`src/include/dev_status_consts.svh`:
```
`ifndef DEV_STATUS_CONSTS_SVH
`define DEV_STATUS_CONSTS_SVH

// ------------------------------------------------------------
// Register indexes (byte address is four times the index)
// ------------------------------------------------------------
`define IDX_SUMMARY       6'h00
`define IDX_MEMORY        6'h01
`define IDX_CONFIG        6'h02
`define IDX_UNIT          6'h03
`define IDX_EVENT         6'h10
`define IDX_MASK          6'h11

// ------------------------------------------------------------
// Memory fault word bit positions
// ------------------------------------------------------------
`define MEM_NVM_BIT       4
`define MEM_SETTING_BIT   6
`define MEM_REGDATA_BIT   8
`define MEM_MODEL_BIT     9
`define MEM_MISMATCH_BIT  12

// ------------------------------------------------------------
// Configuration fault word bit positions
// ------------------------------------------------------------
`define CFG_UNKNOWN_BIT   0
`define CFG_NOUNIT_BIT    1
`define CFG_TOOMANY_BIT   2
`define CFG_CONNECT_BIT   4
`define CFG_STARTUP_BIT   5
`define CFG_LEFTSIDE_BIT  8
`define CFG_RESTART_BIT   12
`define CFG_EMPTYREG_BIT  13
`define CFG_GROUP_BIT     14

// ------------------------------------------------------------
// Summary word, events, limits and reset values
// ------------------------------------------------------------
`define SUM_DEVICE_BIT    0
`define SUM_CONFIG_BIT    1
`define EVT_MEM_BIT       0
`define EVT_CFG_BIT       1
`define EVT_UNIT_BIT      2
`define EVT_WIDTH         3
`define MAX_UNITS         6'd16
`define WORD_RESET        16'h0000
`define EVT_RESET         3'h0
`define RDATA_RESET       32'h0000_0000

`endif

```
`src/include/dev_status_pkg.sv`:
```
package dev_status_pkg;

    typedef logic [15:0] word_type;

    typedef struct packed {
        logic     firstCycle;
        logic     restartFault;
        logic     emptyRegistration;
    } cfg_state_type;

    typedef struct packed {
        logic        respPending;
        logic [31:0] readData;
        word_type    memPrev;
        word_type    cfgPrev;
        word_type    unitPrev;
    } top_state_type;

endpackage : dev_status_pkg

```
`src/include/status_word_if.sv`:
```
`timescale 1ns/1ps

interface status_word_if;
    logic [15:0] memWord;
    logic [15:0] cfgWord;
    logic [15:0] unitWord;

    modport producer (output memWord, output cfgWord, output unitWord);
    modport consumer (input memWord, input cfgWord, input unitWord);
endinterface : status_word_if

```
`src/device_config_error_status.sv`:
```
`timescale 1ns/1ps
`include "dev_status_consts.svh"


module device_config_error_status
    import dev_status_pkg::*;
(
    input  wire logic        core_clk,
    input  wire logic        rst,
    input  wire logic [7:0]  address,
    input  wire logic        read,
    input  wire logic        write,
    input  wire logic [31:0] writedata,
    input  wire logic [3:0]  byteenable,
    output logic      [31:0] readdata,
    output logic             waitrequest,
    output logic             irq,
    input  wire logic [4:0]  memFault,
    input  wire logic        unknownUnit,
    input  wire logic [5:0]  registeredCount,
    input  wire logic [5:0]  connectedCount,
    input  wire logic        configRegistered,
    input  wire logic        registeredRecognised,
    input  wire logic        startupFault,
    input  wire logic        leftSideUnit,
    input  wire logic        peersOperating,
    input  wire logic        registerStrobe,
    input  wire logic        groupInvalid,
    input  wire logic [15:0] unitFault
);

    top_state_type          stateQ;
    top_state_type          stateD;
    status_word_if          words ();
    word_type               summary;
    logic [5:0]             index;
    logic                   request;
    logic                   writeTaken;
    logic [`EVT_WIDTH-1:0]  newEvent;
    logic [`EVT_WIDTH-1:0]  clearBits;
    logic                   maskWrite;
    logic [`EVT_WIDTH-1:0]  evtStatus;
    logic [`EVT_WIDTH-1:0]  evtMask;
    logic [31:0]            readValue;

    // ------------------------------------------------------------
    // Fault word sources and event capture
    // ------------------------------------------------------------
    config_fault_eval u_eval (
        .core_clk             (core_clk),
        .rst                  (rst),
        .memFault             (memFault),
        .unknownUnit          (unknownUnit),
        .registeredCount      (registeredCount),
        .connectedCount       (connectedCount),
        .configRegistered     (configRegistered),
        .registeredRecognised (registeredRecognised),
        .startupFault         (startupFault),
        .leftSideUnit         (leftSideUnit),
        .peersOperating       (peersOperating),
        .registerStrobe       (registerStrobe),
        .groupInvalid         (groupInvalid),
        .unitFault            (unitFault),
        .words                (words.producer)
    );

    status_event_bank #(.W(`EVT_WIDTH)) u_events (
        .core_clk  (core_clk),
        .rst       (rst),
        .setEvent  (newEvent),
        .clearBits (clearBits),
        .maskWrite (maskWrite),
        .maskData  (writedata[`EVT_WIDTH-1:0]),
        .status    (evtStatus),
        .mask      (evtMask),
        .irq       (irq)
    );

    // ------------------------------------------------------------
    // Summary word and newly raised fault events
    // ------------------------------------------------------------
    always_comb begin
        summary = `WORD_RESET;
        summary[`SUM_DEVICE_BIT] = |words.memWord;
        summary[`SUM_CONFIG_BIT] = (|words.cfgWord) | (|words.unitWord);
        newEvent = `EVT_RESET;
        newEvent[`EVT_MEM_BIT]  = |(words.memWord & ~stateQ.memPrev);
        newEvent[`EVT_CFG_BIT]  = |(words.cfgWord & ~stateQ.cfgPrev);
        newEvent[`EVT_UNIT_BIT] = |(words.unitWord & ~stateQ.unitPrev);
    end

    // ------------------------------------------------------------
    // Avalon slave: one wait cycle, answer on the second cycle
    // ------------------------------------------------------------
    assign index       = address[7:2];
    assign request     = read | write;
    assign waitrequest = request & ~stateQ.respPending;
    assign writeTaken  = write & stateQ.respPending;
    assign readdata    = stateQ.readData;

    always_comb begin
        readValue = `RDATA_RESET;
        if (index == `IDX_SUMMARY) begin
            readValue[15:0] = summary;
        end else if (index == `IDX_MEMORY) begin
            readValue[15:0] = words.memWord;
        end else if (index == `IDX_CONFIG) begin
            readValue[15:0] = words.cfgWord;
        end else if (index == `IDX_UNIT) begin
            readValue[15:0] = words.unitWord;
        end else if (index == `IDX_EVENT) begin
            readValue[`EVT_WIDTH-1:0] = evtStatus;
        end else if (index == `IDX_MASK) begin
            readValue[`EVT_WIDTH-1:0] = evtMask;
        end
    end

    // Only the event and mask registers accept writes
    always_comb begin
        clearBits = `EVT_RESET;
        maskWrite = 1'b0;
        if (writeTaken && byteenable[0]) begin
            if (index == `IDX_EVENT) begin
                clearBits = writedata[`EVT_WIDTH-1:0];
            end else if (index == `IDX_MASK) begin
                maskWrite = 1'b1;
            end
        end
    end

    always_comb begin
        stateD = stateQ;
        stateD.memPrev  = words.memWord;
        stateD.cfgPrev  = words.cfgWord;
        stateD.unitPrev = words.unitWord;
        if (request && !stateQ.respPending) begin
            stateD.respPending = 1'b1;
            stateD.readData    = read ? readValue : `RDATA_RESET;
        end else begin
            stateD.respPending = 1'b0;
        end
    end

    always_ff @(posedge core_clk) begin
        if (rst) begin
            stateQ <= '0;
        end else begin
            stateQ <= stateD;
        end
    end

endmodule : device_config_error_status

```
`src/config_fault_eval.sv`:
```
`timescale 1ns/1ps
`include "dev_status_consts.svh"

module config_fault_eval
    import dev_status_pkg::*;
(
    input  wire logic        core_clk,
    input  wire logic        rst,
    input  wire logic [4:0]  memFault,
    input  wire logic        unknownUnit,
    input  wire logic [5:0]  registeredCount,
    input  wire logic [5:0]  connectedCount,
    input  wire logic        configRegistered,
    input  wire logic        registeredRecognised,
    input  wire logic        startupFault,
    input  wire logic        leftSideUnit,
    input  wire logic        peersOperating,
    input  wire logic        registerStrobe,
    input  wire logic        groupInvalid,
    input  wire logic [15:0] unitFault,
    status_word_if.producer  words
);

    cfg_state_type stateQ;
    cfg_state_type stateD;
    word_type      mem;
    word_type      cfg;

    // ------------------------------------------------------------
    // Sticky conditions
    // ------------------------------------------------------------
    always_comb begin
        stateD = stateQ;
        stateD.firstCycle = 1'b0;
        // A lone restart shows as peers still running at reset release
        if (stateQ.firstCycle) begin
            stateD.restartFault = peersOperating;
        end else begin
            stateD.restartFault = stateQ.restartFault & peersOperating;
        end
        if (registerStrobe) begin
            stateD.emptyRegistration = (connectedCount == 6'd0);
        end
    end

    always_ff @(posedge core_clk) begin
        if (rst) begin
            stateQ <= '{firstCycle: 1'b1, restartFault: 1'b0, emptyRegistration: 1'b0};
        end else begin
            stateQ <= stateD;
        end
    end

    // ------------------------------------------------------------
    // Word assembly, unused bits stay zero
    // ------------------------------------------------------------
    always_comb begin
        mem = `WORD_RESET;
        mem[`MEM_NVM_BIT]      = memFault[0];
        mem[`MEM_SETTING_BIT]  = memFault[1];
        mem[`MEM_REGDATA_BIT]  = memFault[2];
        mem[`MEM_MODEL_BIT]    = memFault[3];
        mem[`MEM_MISMATCH_BIT] = memFault[4];
        cfg = `WORD_RESET;
        cfg[`CFG_UNKNOWN_BIT]  = unknownUnit;
        cfg[`CFG_NOUNIT_BIT]   = (registeredCount == 6'd0) && (connectedCount == 6'd0);
        cfg[`CFG_TOOMANY_BIT]  = connectedCount > `MAX_UNITS;
        cfg[`CFG_CONNECT_BIT]  = configRegistered & ~registeredRecognised;
        cfg[`CFG_STARTUP_BIT]  = startupFault;
        cfg[`CFG_LEFTSIDE_BIT] = leftSideUnit;
        cfg[`CFG_RESTART_BIT]  = stateQ.restartFault;
        cfg[`CFG_EMPTYREG_BIT] = stateQ.emptyRegistration;
        cfg[`CFG_GROUP_BIT]    = groupInvalid;
    end

    assign words.memWord  = mem;
    assign words.cfgWord  = cfg;
    assign words.unitWord = configRegistered ? unitFault : `WORD_RESET;

endmodule : config_fault_eval

```
`src/status_event_bank.sv`:
```
`timescale 1ns/1ps
`include "dev_status_consts.svh"

module status_event_bank #(
    parameter int W = 3
) (
    input  wire logic         core_clk,
    input  wire logic         rst,
    input  wire logic [W-1:0] setEvent,
    input  wire logic [W-1:0] clearBits,
    input  wire logic         maskWrite,
    input  wire logic [W-1:0] maskData,
    output logic      [W-1:0] status,
    output logic      [W-1:0] mask,
    output logic              irq
);

    typedef struct packed {
        logic [W-1:0] status;
        logic [W-1:0] mask;
    } evt_state_type;

    evt_state_type stateQ;
    evt_state_type stateD;

    // ------------------------------------------------------------
    // Sticky bits, a new event wins over a clear in the same cycle
    // ------------------------------------------------------------
    always_comb begin
        stateD = stateQ;
        stateD.status = (stateQ.status & ~clearBits) | setEvent;
        if (maskWrite) begin
            stateD.mask = maskData;
        end
    end

    always_ff @(posedge core_clk) begin
        if (rst) begin
            stateQ <= '0;
        end else begin
            stateQ <= stateD;
        end
    end

    assign status = stateQ.status;
    assign mask   = stateQ.mask;
    assign irq    = |(stateQ.status & stateQ.mask);

endmodule : status_event_bank

```
`config.mk`:
```
export PLATFORM = sky130hd
export DESIGN_NAME = device_config_error_status
export DESIGN_NICKNAME = d
export VERILOG_FILES = /design/src/include/dev_status_pkg.sv /design/src/include/status_word_if.sv /design/src/device_config_error_status.sv /design/src/config_fault_eval.sv /design/src/status_event_bank.sv
export VERILOG_INCLUDE_DIRS = /design/src /design/src/include
export SDC_FILE = /design/constraint.sdc
export NUM_CORES = 1
export LEC_CHECK = 0
export BUFFER_PORTS_ARGS = -buffer_cell sky130_fd_sc_hd__buf_2
export CORE_ASPECT_RATIO = 1.2
export CORE_MARGIN = 2
export CORE_UTILIZATION = 42
export CTS_BUF_LIST = sky130_fd_sc_hd__clkbuf_16
export CTS_CLUSTER_SIZE = 16
export DETAILED_ROUTE_END_ITERATION = 8
export PLACE_DENSITY = 0.78
export SYNTH_ARGS = -nofsm -noshare
export SYNTH_HDL_FRONTEND = slang
export SYNTH_SLANG_ARGS = --single-unit
```
`constraint.sdc`:
```
create_clock -name core_clk -period 1.5 [get_ports core_clk]
set_input_delay 0.075 -clock core_clk [delete_from_list [all_inputs] [get_ports core_clk]]
set_output_delay 0.075 -clock core_clk [all_outputs]
set_load 0.02 [all_outputs]
```
=== Yosys cells after proc, flatten, opt, wreduce, memory -nomap -nowiden ===
Index checks and enable logic that the tools add are counted.

* Order comparisons: 1
* Eq/ne operators: 5
* Muxes and demuxes: 18
* Bitwise operators: 18
* Reductions and logical operators: 14

{| class="wikitable"
|+ Operator list
! operator !! count
|-
| $mux W16 || 5
|-
| $reduce_or A16 Y1 || 4
|-
| $not A16 Y16 || 3
|-
| $logic_not A6 Y1 || 3
|-
| $mux W3 || 6
|-
| $and A13 B16 Y16 || 1
|-
| $and A15 B16 Y16 || 1
|-
| $and A16 B16 Y16 || 1
|-
| $mux W13 || 1
|-
| $eq A6 B2 Y1 const B || 2
|-
| $eq A6 B5 Y1 const B || 2
|-
| $reduce_or A9 Y1 || 1
|-
| $and A3 B3 Y3 || 2
|-
| $eq A6 B1 Y1 const B || 1
|-
| $gt A6 B5 Y1 const B || 1
|-
| $mux W1 || 6
|-
| $reduce_or A5 Y1 || 1
|-
| $and A1 B1 Y1 || 4
|-
| $logic_and A1 B1 Y1 || 3
|-
| $not A3 Y3 || 1
|-
| $or A3 B3 Y3 || 1
|-
| $reduce_or A3 Y1 || 1
|-
| $not A1 Y1 || 2
|-
| $or A1 B1 Y1 || 2
|-
| $logic_not A1 Y1 || 1
|}

* Bits in registers: 90
* Input bits: 89

=== Depth between registers and ports, before layout ===
Gate-level depths: netlist of run 1.

* Depth after elaboration: 8
* Depth in mapped cells: 6
* Depth with buffers taken out: 5

=== By module ===
A second synthesis of run 1 with hierarchy kept.

* Cells, all modules: 452
* Area, all modules: 3721.1 µm²

{| class="wikitable"
|+ Modules (own cells, without submodules)
! module !! instances !! cells each !! area an instance (µm²) !! seq. area each (µm²)
|-
| device_config_error_status || 1 || 367 || 3011.6 || 1301.2
|-
| config_fault_eval || 1 || 62 || 489.2 || 60.1
|-
| status_event_bank || 1 || 23 || 220.2 || 120.1
|}

=== Least setup slack after synthesis of run 1 ===
No wires, ideal clock.

* Path type: input -> register
* Start: input address[3]
* End: register stateQ, in the netlist readdata[1]
* Setup time: 0.115 ns
* Arrival: 1.393 ns
* Data required time: 1.385 ns
* Setup slack: -0.008 ns
* Cell stages on the path: 6
* Path buffers: 1
* Cells stage by stage: buf_2 > or3_1 > nor4_1 > and3_1 > nand4_1 > and3_1

* Cells in the longest elaborated chain, start to end: 8

{| class="wikitable"
|+ Ends and longest elaborated chain
! item !! RTL line !! RTL
|-
| start, declared || device_config_error_status.sv:10 || <nowiki>input wire logic [7:0] address,</nowiki>
|-
| $eq A6 B5 Y1 (no line) || - ||
|-
| $mux W3 || device_config_error_status.sv:113 || <nowiki>end else if (index == `IDX_MASK) begin</nowiki>
|-
| $mux W3 || device_config_error_status.sv:111 || <nowiki>end else if (index == `IDX_EVENT) begin</nowiki>
|-
| $mux W3 || device_config_error_status.sv:109 || <nowiki>end else if (index == `IDX_UNIT) begin</nowiki>
|-
| $mux W16 || device_config_error_status.sv:107 || <nowiki>end else if (index == `IDX_CONFIG) begin</nowiki>
|-
| $mux W16 || device_config_error_status.sv:105 || <nowiki>end else if (index == `IDX_MEMORY) begin</nowiki>
|-
| $mux W16 (*) || device_config_error_status.sv:103 || <nowiki>if (index == `IDX_SUMMARY) begin</nowiki>
|-
| $mux W16 (no line) (*) || - ||
|-
| end signal, assigned || device_config_error_status.sv:148 || <nowiki>stateQ <= stateD;</nowiki>
|-
| end, declared || device_config_error_status.sv:32 || <nowiki>top_state_type stateQ;</nowiki>
|}

Every way passes the cells marked *; elsewhere a longest branch is shown, timed or not.
A chain may end at the register's enable or synchronous reset.

=== Final worst setup path of run 1 ===
* Start: register stateQ[7] (netlist bit)
* End: register u_events.stateQ, in the netlist u_events.status[2]

* Cells in the longest elaborated chain, start to end: 4

{| class="wikitable"
|+ Ends and longest elaborated chain
! item !! RTL line !! RTL
|-
| $not A16 Y16 || device_config_error_status.sv:89 || <nowiki>newEvent[`EVT_UNIT_BIT] = |(words.unitWord & ~stateQ.unitPrev);</nowiki>
|-
| $and A16 B16 Y16 || device_config_error_status.sv:89 ||
|-
| $reduce_or A16 Y1 || device_config_error_status.sv:89 ||
|-
| $or A3 B3 Y3 || status_event_bank.sv:31 || <nowiki>stateD.status = (stateQ.status & ~clearBits) | setEvent;</nowiki>
|-
| end signal, assigned || status_event_bank.sv:41 || <nowiki>stateQ <= stateD;</nowiki>
|-
| end, declared || status_event_bank.sv:23 || <nowiki>evt_state_type stateQ;</nowiki>
|}

Every way passes these cells.

==> impl_metrics.toml, run 1 <==
[run_status]
outcome = "finished with violations"
violations = "setup timing"

[min_path]
hold_depth = 2
hold_path.class = "primary input to register"
hp-start = "peersOperating"
hold_end = "u_eval.words.cfgWord[12]"

[setup_path]
r2r-start = "stateQ[7]"
rr_worst_depth = 6
slowest_stage = "a2111oi_4"
cp-end-kind = "register"
path_max_fanout = 1
slowest_delay_ns = 0.34
crit_chain = "nor2b_2 > a2111oi_4 > o2111ai_2 > o41ai_2 > buf_4 > a21oi_1"
cp-start-kind = "register"
rrSetupSlack_ns = -0.03
cp.required_ns = 1.68
cp.arrival_ns = 1.71
crit_type = "register to register"
worstSetupStartpoint = "stateQ[7]"
r2r_end = "u_events.status[2]"

[placed_design]
dp_hpwl_um = 5450
routabilityCongestion = 0.906
port_buffers = 72
post_dp_cell_area_um2 = 3100
dp_worst_setup_slack_ns = -0.190

[clock_network]
cts_made_buffers = 5
cts_buffer_depth = 2
post_cts_buffers = 0
cts_sinks = 56
clock_latency_ns = 0.29
clk_pin_slew_worst_paths_ns = 0.07
cts-root-buf = "clkbuf_16"
htreeDepth = 2
cts_tree = "done"

[drt]
vias = 2418
wl_um = 7030
drc = 0
vias_per_cell = 5.16
first_iter_violations = 155
ant_nets = 0
drt-wirelength-per-cell_um = 15.0
drtPass1Iterations = 4

[floorplanning]
die_h_um = 90.5
dieWidth_um = 76.1
dieArea_um2 = 6890
io_pins = 123
coreArea_um2 = 6050
start_util_pct = 43.3
fp-row-count = 31

[sta]
min_period_ns = 1.53
whs_ns = 0.0267
fin_setup_tns_ns = -0.0346
grt_setup_unrepaired = "true"
finalWorstSetupSlack_ns = -0.0346
slew_violations = 0
setup-violations-final = 1
clock_skew_ns = 0.00631
max_freq_mhz = 652
hold_viol_final = 0
period_share_pct = 102

[run]
max-cap-violations = 0

[power_and_ir_drop]
p_per_area_nw_per_um2 = 935
p_leak_nw = 1.54
vdd_drop_max_mv = 0.511

[synth]
synth_area_um2 = 2620
synth-edff-count = 0
synth_cells = 302
synth_ff_type = "dfxtp_1"
ys_async_sr_fraction_pct = 0
yosysSeqAreaShare_pct = 42.8
synth-warning-count = 0
ys_seq_elements = 56
avgSynthCellArea_um2 = 8.68
synth_cell_types = 48

[global_routing]
grt-ovfl-total = 0
grt_pass1_wl_um = 11200
first_global_vias = 2354
grt_max_degree = 30
grt_use_total_pct = 20.4
antenna_found_initial = 0

[layout]
area.growth.synth_to_final_pct = 26.2
nFillCells = 570
seq_area_um2 = 1120
drive_gt1_share_pct = 32.3
multi_input_area_um2 = 1250
final_nets = 475
antenna_cells = 0
finalInstanceArea_um2 = 3310
finish.utilization_pct = 54.7
layout by cell type (no fill, tap or decap), drive strengths merged, types with 5 or more instances in the layout:
master / Yosys / final
buf: 34 / 104
dfxtp: 56 / 56
nor2: 29 / 29
inv: 22 / 22
and2: 16 / 16
conb: 1 / 16
nor2b: 16 / 16
nand2: 11 / 11
nand3: 10 / 10
o21ai: 9 / 9
a22oi: 9 / 9
a21oi: 8 / 8
nor4: 8 / 8
a22o: 7 / 7
o22ai: 5 / 5
clkbuf: 9 / 5
and3: 5 / 5
per-stage QoR:
step | total power, mW | cells
after floorplan | 1.81 | 317
after CTS | 3.11 | 469
after global placement | 1.98 | 460
final | 3.09 | 469
after detailed placement | 1.99 | 460
after global routing | 3.23 | 469
registers in the layout (all words and copies together), names as in the netlist:
name	count
u_events.status	3
readdata	16
stateQ	31
u_events.mask	3
u_eval.stateQ	1
u_eval.words.cfgWord	2
area by class of cell:
cell class	instances	area share, %
multi-input combinational	196	37.8
sequential	56	34.0
timing repair buffer	105	18.5
clock buffer	5	3.78
tap	82	3.10
inverter	22	2.50
clock inverter	3	0.416
cell usage after synthesis (2+ instances only):
master	count	share of area, %
o21ai_0	9	1.7
nand4_1	4	0.95
a22o_1	7	2.3
nor2b_1	16	3.8
a21oi_1	8	1.5
nor3b_1	2	0.57
and3b_1	2	0.67
o221ai_1	2	0.67
nor4b_1	3	1.0
dfxtp_1	56	43
or4_1	3	0.86
a31oi_1	2	0.48
mux2i_1	3	1.1
a32o_1	4	1.5
and2_1	16	3.8
buf_4	32	9.2
o41ai_1	3	1.0
o22ai_1	5	1.2
nand2b_1	3	0.72
inv_1	22	3.2
nand3_1	10	1.9
clkbuf_1	9	1.3
and3_1	4	0.95
nor2_1	29	4.2
a222oi_1	2	0.76
a22oi_1	9	2.6
nor4_1	7	1.7
nand2_1	10	1.4
worst max-delay path, delay by kind of cell, from the launching register on:
kind	cells	cell delay, ns
buffers and inverters	1	0.16
AO/OA/AOI/OAI	4	0.91
flip-flops	1	0.32
AND/OR/NAND/NOR	1	0.04
logic make-up (layout without fill, tap and decap cells):
group,Yosys count,in the layout,synth area share [%]
and+or+nand+nor,117,117,25.2
buffers and inverters,65,135,13.9
AOI/OAI and AO/OA,60,60,16.8
DFF,56,56,42.8
muxes,3,3,1.15
other,1,16,0.143
per-layer routing:
| metal | vias to the layer above | track usage [%] | wire (um) |
|---|---|---|---|
| li1 | 1179 | - | - |
| met1 | 1139 | 23.9 | 2900 |
| met2 | 89 | 36.5 | 3580 |
| met3 | 11 | 4.30 | 407 |
| met4 | 0 | 7.27 | 140 |
| met5 | - | 0 | 0 |
repair_timing:
action | CTS | global route
pin swaps | 7 | 5
endpoints found under the setup margin | 2 | 4
resized for setup | 5 | 7
gates cloned | 0 | 0
hold buffers | 1 | 0
hold endpoints to repair | 1 | 0
worst max path at each step:
stage	endpoint	slack [ns]	cells past startpoint
global placement	readdata[1]	-0.10	7
finish	u_events.status[2]	-0.03	6
detailed placement	u_events.status[2]	-0.19	6
CTS	u_events.status[2]	0.006	6
global route	u_events.status[2]	-0.15	6
floorplan	readdata[2]	0.04	5
power breakdown:
part           leakage (nW)  internal, mW  switching, mW  total, mW
Clock                0.0710         0.607          0.505       1.11
Combinational          1.01         0.177          0.251      0.428
Sequential            0.460          1.53         0.0194       1.55
Note: power is estimated with default switching activity, not from simulation.
==> run 2: changes to the inputs <==
Settings changed: HOLD_SLACK_MARGIN set to 0.06.
Clock period 1.5 ns to 1.4 ns, I/O delays scaled along.
==> run 2 against run 1 <==
The run still ends with setup timing left. Clock skew is 0.0013 ns lower. Setup slack worse by 0.048 ns. Sequential cell count stayed put. Routed wire length is 3.5% higher. Global-route usage is 0.95 points higher. Largest cell class unchanged. Combinational power is 19% higher. Critical endpoint is now readdata[1]. Fmax is 3.5% higher. Cell area is 6.2% higher. Via count is 7.1% higher. Utilization is 3.4 points higher.
==> impl_metrics.toml, run 2 (synthesis gave the netlist of run 1 again) <==
[setup_path]
cp.required_ns = 1.59
cp_common_cell = "and3_1"
path_max_fanout = 2
rrSetupSlack_ns = -0.08
r2r-start = "u_eval.words.cfgWord[12]"
r2r_end = "readdata[1]"
slowest_delay_ns = 0.49
rr_worst_depth = 5
crit_chain = "or4_4 > nor3_2 > and3_1 > nand4_1 > and3_1"
cp.arrival_ns = 1.67
slowest_stage = "or4_4"
cp-end-kind = "register"
cp-start-kind = "register"
crit_type = "register to register"

[floorplanning]
die_h_um = 90.5
dieWidth_um = 76.1
dieArea_um2 = 6890
coreArea_um2 = 6050
fp-row-count = 31
io_pins = 123
start_util_pct = 43.3

[layout]
final_common_cell = "buf_2"
regMostFlops = "stateQ"
area.growth.synth_to_final_pct = 34.1
final_cell_mix = "buf_2 (71), dfxtp_1 (54), buf_4 (41)"
multi_input_area_um2 = 1250
antenna_cells = 0
final_cells = 491
drive_gt1_share_pct = 33.7
seq_area_um2 = 1120
final_nets = 497
largest_reg_flops = 31
nFillCells = 574

[power_and_ir_drop]
p_leak_nw = 1.64
vdd_drop_max_mv = 0.496
clkPwrFrac_pct = 36.1
p_sw_mw = 0.862
internal_power_mw = 2.53
finalPower_mw = 3.40
p_sw_share_pct = 25.4
p_per_area_nw_per_um2 = 966
comb_power_share_pct = 15.0
p_seq_share_pct = 49.0

[placed_design]
routabilityCongestion = 0.884
dp_cells = 469
port_buffers = 72
dp_hpwl_um = 5520

[drt]
ant_nets = 0
vias_per_cell = 5.27
first_iter_violations = 153
drt-wirelength-per-cell_um = 14.8
drtPass1Iterations = 5
drc = 0
vias = 2589
wl_um = 7270

[run]
max-cap-violations = 0

[global_routing]
first_global_vias = 2536
grt_max_degree = 31
grt_use_total_pct = 21.3
grt-ovfl-total = 0
grt_pass1_wl_um = 11800
antenna_found_initial = 0

[clock_network]
post_cts_buffers = 0
cts-root-buf = "clkbuf_16"
clock_latency_ns = 0.30
cts_made_buffers = 5
clk_pin_slew_worst_paths_ns = 0.07
cts_tree = "done"
htreeDepth = 2
cts_buffer_depth = 2
cts_sinks = 56

[run_status]
outcome = "finished with violations"
violations = "setup timing"

[sta]
hold_viol_final = 0
setup-violations-final = 2
min_period_ns = 1.48
clock_skew_ns = 0.00505
period_share_pct = 106
fin_setup_tns_ns = -0.152
grt_setup_unrepaired = "true"
slew_violations = 0
max_freq_mhz = 674
finalWorstSetupSlack_ns = -0.0827

[min_path]
hold_end = "u_eval.words.cfgWord[13]"
hold_path.class = "primary input to register"
hold_depth = 3
hp-start = "registerStrobe"
-- run 2: critical path: cells and delay by family, from the launching register on --
kind             cells  cell delay (ns)
flip-flops           1             0.32
AND/OR/NAND/NOR      5             1.05
-- run 2: cell type report --
cell class                 count  share of cell area (%)
tap                           82                    2.92
clock buffer                   5                    3.56
clock inverter                 3                   0.534
sequential                    56                    32.0
timing repair buffer         127                    23.1
multi-input combinational    196                    35.5
inverter                      22                    2.35
-- run 2: worst max-delay path by stage --
stage                                  start                 end  slack, ns  cells after the start
floorplan           u_eval.words.cfgWord[12]         readdata[1]      -0.04                      5
global placement                  stateQ[13]  u_events.status[2]      -0.18                      6
detailed placement                stateQ[13]  u_events.status[2]      -0.27                      6
CTS                 u_eval.words.cfgWord[12]         readdata[1]      -0.07                      5
global route                       stateQ[7]  u_events.status[2]      -0.16                      6
finish              u_eval.words.cfgWord[12]         readdata[1]      -0.08                      5
-- run 2: per-stage QoR --
stage	setup WS (ns)	util (%)	cell area, um^2	hold WS (ns)
after floorplan	-0.0375	-	2690	0.0977
after global placement	-0.180	52.5	3180	0.319
after detailed placement	-0.268	52.5	3180	0.333
after CTS	-0.0724	57.8	3500	0.0601
after global routing	-0.163	58.1	3510	0.0676
final	-0.0827	58.1	3510	0.0576
-- run 2: power groups by stage --
stage / Sequential (mW) / Clock, mW / Combinational, mW
global route: 1.67 / 1.32 / 0.552
detailed placement: 1.70 / 0 / 0.455
finish: 1.66 / 1.22 / 0.508
global placement: 1.70 / 0 / 0.447
floorplan: 1.69 / 0 / 0.247
CTS: 1.66 / 1.25 / 0.498
-- run 2: per-layer routing --
layer  global-route usage (%)  vias up  share of wire [%]
li1                         -     1221                  -
met1                     24.3     1220                 40
met2                     37.6      121                 50
met3                     4.10       27                5.7
met4                     11.1        0                4.7
met5                        0        -                  0
-- run 2: what timing repair did --
| action | CTS | global route |
|---|---|---|
| pin swaps | 8 | 5 |
| resized for setup | 7 | 6 |
| setup endpoints to repair | 2 | 8 |
| endpoints found under the hold margin | 15 | 0 |
| hold buffers | 15 | 0 |
==> run 3: changes to the inputs <==
Settings changed: CORE_ASPECT_RATIO 1.2 to not set, CORE_UTILIZATION 42 to 45, PLACE_DENSITY 0.78 to 0.85, SYNTH_HIERARCHICAL set to 1.
==> run 3 against run 2 <==
The run still ends with setup timing left. Sequential power up 33%. Area after synthesis up 42%. Utilization down 3.0 points. Critical endpoint unchanged. Worst hold slack better by 0.017 ns. Fmax up 2.4%. Critical path type is now primary input to register. Synthesized cell count up 50%. Sequential share of layout area up 1.1 points. First-iteration DRC count up 93%. Final cell count up 30%. Critical path depth up 2.
==> impl_metrics.toml, run 3 <==
[run_status]
outcome = "finished with violations"
violations = "setup timing"

[synth]
yosysSeqAreaShare_pct = 39.8
avgSynthCellArea_um2 = 8.23
ys_seq_elements = 74
ys_top_cells_by_count = "dfxtp_1 (74), buf_4 (61), inv_1 (56)"
yosysMostFrequentCell = "dfxtp_1"
yosysTopAreaCell = "dfxtp_1"
synth_top_area_share_pct = 39.8
synth-edff-count = 0
synth_area_um2 = 3720
synth-warning-count = 6
synth_ff_type = "dfxtp_1"
synth_cells = 452
synth_cell_types = 43
synth_area_leaders = "dfxtp_1 (40%), buf_4 (12%), inv_1 (5.6%)"
ys_async_sr_fraction_pct = 0

[layout]
finalInstanceArea_um2 = 4480
antenna_cells = 0
final_common_cell = "dfxtp_1"
nFillCells = 720
final_cell_mix = "dfxtp_1 (74), buf_2 (70), inv_1 (55)"
final_nets = 617
area.growth.synth_to_final_pct = 20.3
drive_gt1_share_pct = 23.7
finish.utilization_pct = 55.0
regMostFlops = "stateQ"
largest_reg_flops = 49

[sta]
period_share_pct = 103
hold_viol_final = 0
setup-violations-final = 1
min_period_ns = 1.45
grt_setup_unrepaired = "true"
max_freq_mhz = 690
slew_violations = 0
fin_setup_tns_ns = -0.0484
clock_skew_ns = 0.00434
finalWorstSetupSlack_ns = -0.0484

[placed_design]
port_buffers = 72
post_dp_cell_area_um2 = 4000
routabilityCongestion = 0.954
dp_hpwl_um = 6830

[clock_network]
clk_pin_slew_worst_paths_ns = 0.06
cts_sinks = 74
cts_tree = "done"
cts_buffer_depth = 2
cts-root-buf = "clkbuf_16"
cts_made_buffers = 9
htreeDepth = 3
clock_latency_ns = 0.33

[setup_path]
cp.required_ns = 1.64
cp.arrival_ns = 1.69
rr_worst_depth = 5
path_max_fanout = 3
r2r_end = "readdata[1]"
cp-start-kind = "primary input"
rrSetupSlack_ns = 0.04
r2r-start = "stateQ[80]"
cp-end-kind = "register"
crit_type = "primary input to register"

[min_path]
hold_path.class = "primary input to register"
hp-start = "registeredRecognised"
hold_depth = 4
hold_end = "stateQ[20]"

[global_routing]
grt_max_degree = 37
first_global_vias = 3269
grt-ovfl-total = 0
antenna_found_initial = 0
grt_use_total_pct = 21.7
grt_pass1_wl_um = 14900

[floorplanning]
fp-row-count = 33
io_pins = 123
coreArea_um2 = 8130
start_util_pct = 45.7
dieWidth_um = 94.9
dieArea_um2 = 9010
die_h_um = 94.9

[power_and_ir_drop]
p_per_area_nw_per_um2 = 1090
finalPower_mw = 4.88
vdd_drop_max_mv = 0.652
comb_power_share_pct = 13.3
p_sw_mw = 1.25
p_leak_nw = 1.96
internal_power_mw = 3.63
clkPwrFrac_pct = 41.4
p_seq_share_pct = 45.3
p_sw_share_pct = 25.7

[drt]
ant_nets = 0
first_iter_violations = 296
vias = 3253
drc = 0
vias_per_cell = 5.11
drtPass1Iterations = 5
wl_um = 9430
drt-wirelength-per-cell_um = 14.8

[run]
max-cap-violations = 0
run 3: cell types whose count changed after synthesis, sizes merged, moves of 10 or more:
| cell | previous run | this run |
|---|---|---|
| nor2b | 16 | 26 |
| nand2 | 11 | 22 |
| buf | 34 | 64 |
| nand2b | 3 | 13 |
| a221oi | 0 | 12 |
| dfxtp | 56 | 74 |
| inv | 22 | 56 |
run 3: cell type report:
cell class,instances,area (um^2),share of cell area (%)
timing repair buffer,112,709,15.9
clock buffer,9,225,5.03
multi-input combinational,275,1680,37.6
sequential,74,1480,33.1
inverter,56,210,4.70
clock inverter,6,35.0,0.783
tap,105,131,2.94
run 3: what timing repair did:
action                                 in CTS  in global routing
gates resized for setup                     4                  8
pin swaps                                   5                  3
cloned                                      0                  1
buffers inserted                            1                  0
endpoints found under the hold margin      14                  0
hold buffers                               16                  0
setup endpoints to repair                  16                 14
run 3: worst max-delay path, cell delays in order:
cell	delay [ns]
buf_6	0.09
or4_4	0.54
nor4b_4	0.36
inv_2	0.09
a221oi_2	0.24
a311oi_1	0.06
a211oi_1	0.24
run 3: cell families (layout without fill, tap and decap cells):
family / count (synthesis) / after routing / share of synthesized area (%)
DFF: 74 / 74 / 39.8
buffers and inverters: 136 / 183 / 20.1
AOI/OAI and AO/OA: 77 / 77 / 14.8
other: 2 / 34 / 0.202
and+or+nand+nor: 157 / 158 / 23.5
muxes: 6 / 6 / 1.61
run 3: layer usage:
layer	track usage [%]	vias to the layer above	share of wire [%]
li1	-	1585	-
met2	37.0	130	48
met5	0	-	0
met4	9.42	0	2.7
met3	4.79	26	6.2
met1	26.1	1512	43
run 3: power groups by stage:
stage / clock network (mW) / registers, mW / logic [mW]
global route: 2.15 / 2.22 / 0.709
floorplan: 0 / 2.25 / 0.455
detailed placement: 0 / 2.26 / 0.564
finish: 2.02 / 2.21 / 0.648
global placement: 0 / 2.25 / 0.549
CTS: 2.05 / 2.21 / 0.606
run 3: how the worst max path moves through the flow:
| stage | start | end | slack (ns) |
|---|---|---|---|
| 2_1_floorplan | registeredCount[1] | readdata[1] | -0.16 |
| 3_3_place_gp | registeredCount[1] | readdata[1] | -0.33 |
| 3_5_place_dp | registeredCount[1] | readdata[1] | -0.44 |
| 4_1_cts | registeredCount[2] | readdata[1] | -0.05 |
| 5_1_grt | registeredCount[2] | readdata[1] | -0.11 |
| 6_report | registeredCount[2] | readdata[1] | -0.05 |
run 3: per-stage QoR:
| step | hold slack [ns] | cells | setup WS [ns] |
|---|---|---|---|
| after floorplan | 0.0977 | 484 | -0.161 |
| after global placement | 0.290 | 605 | -0.331 |
| after detailed placement | 0.297 | 605 | -0.438 |
| after CTS | 0.0678 | 637 | -0.0500 |
| after global routing | 0.0895 | 637 | -0.115 |
| final | 0.0747 | 637 | -0.0484 |
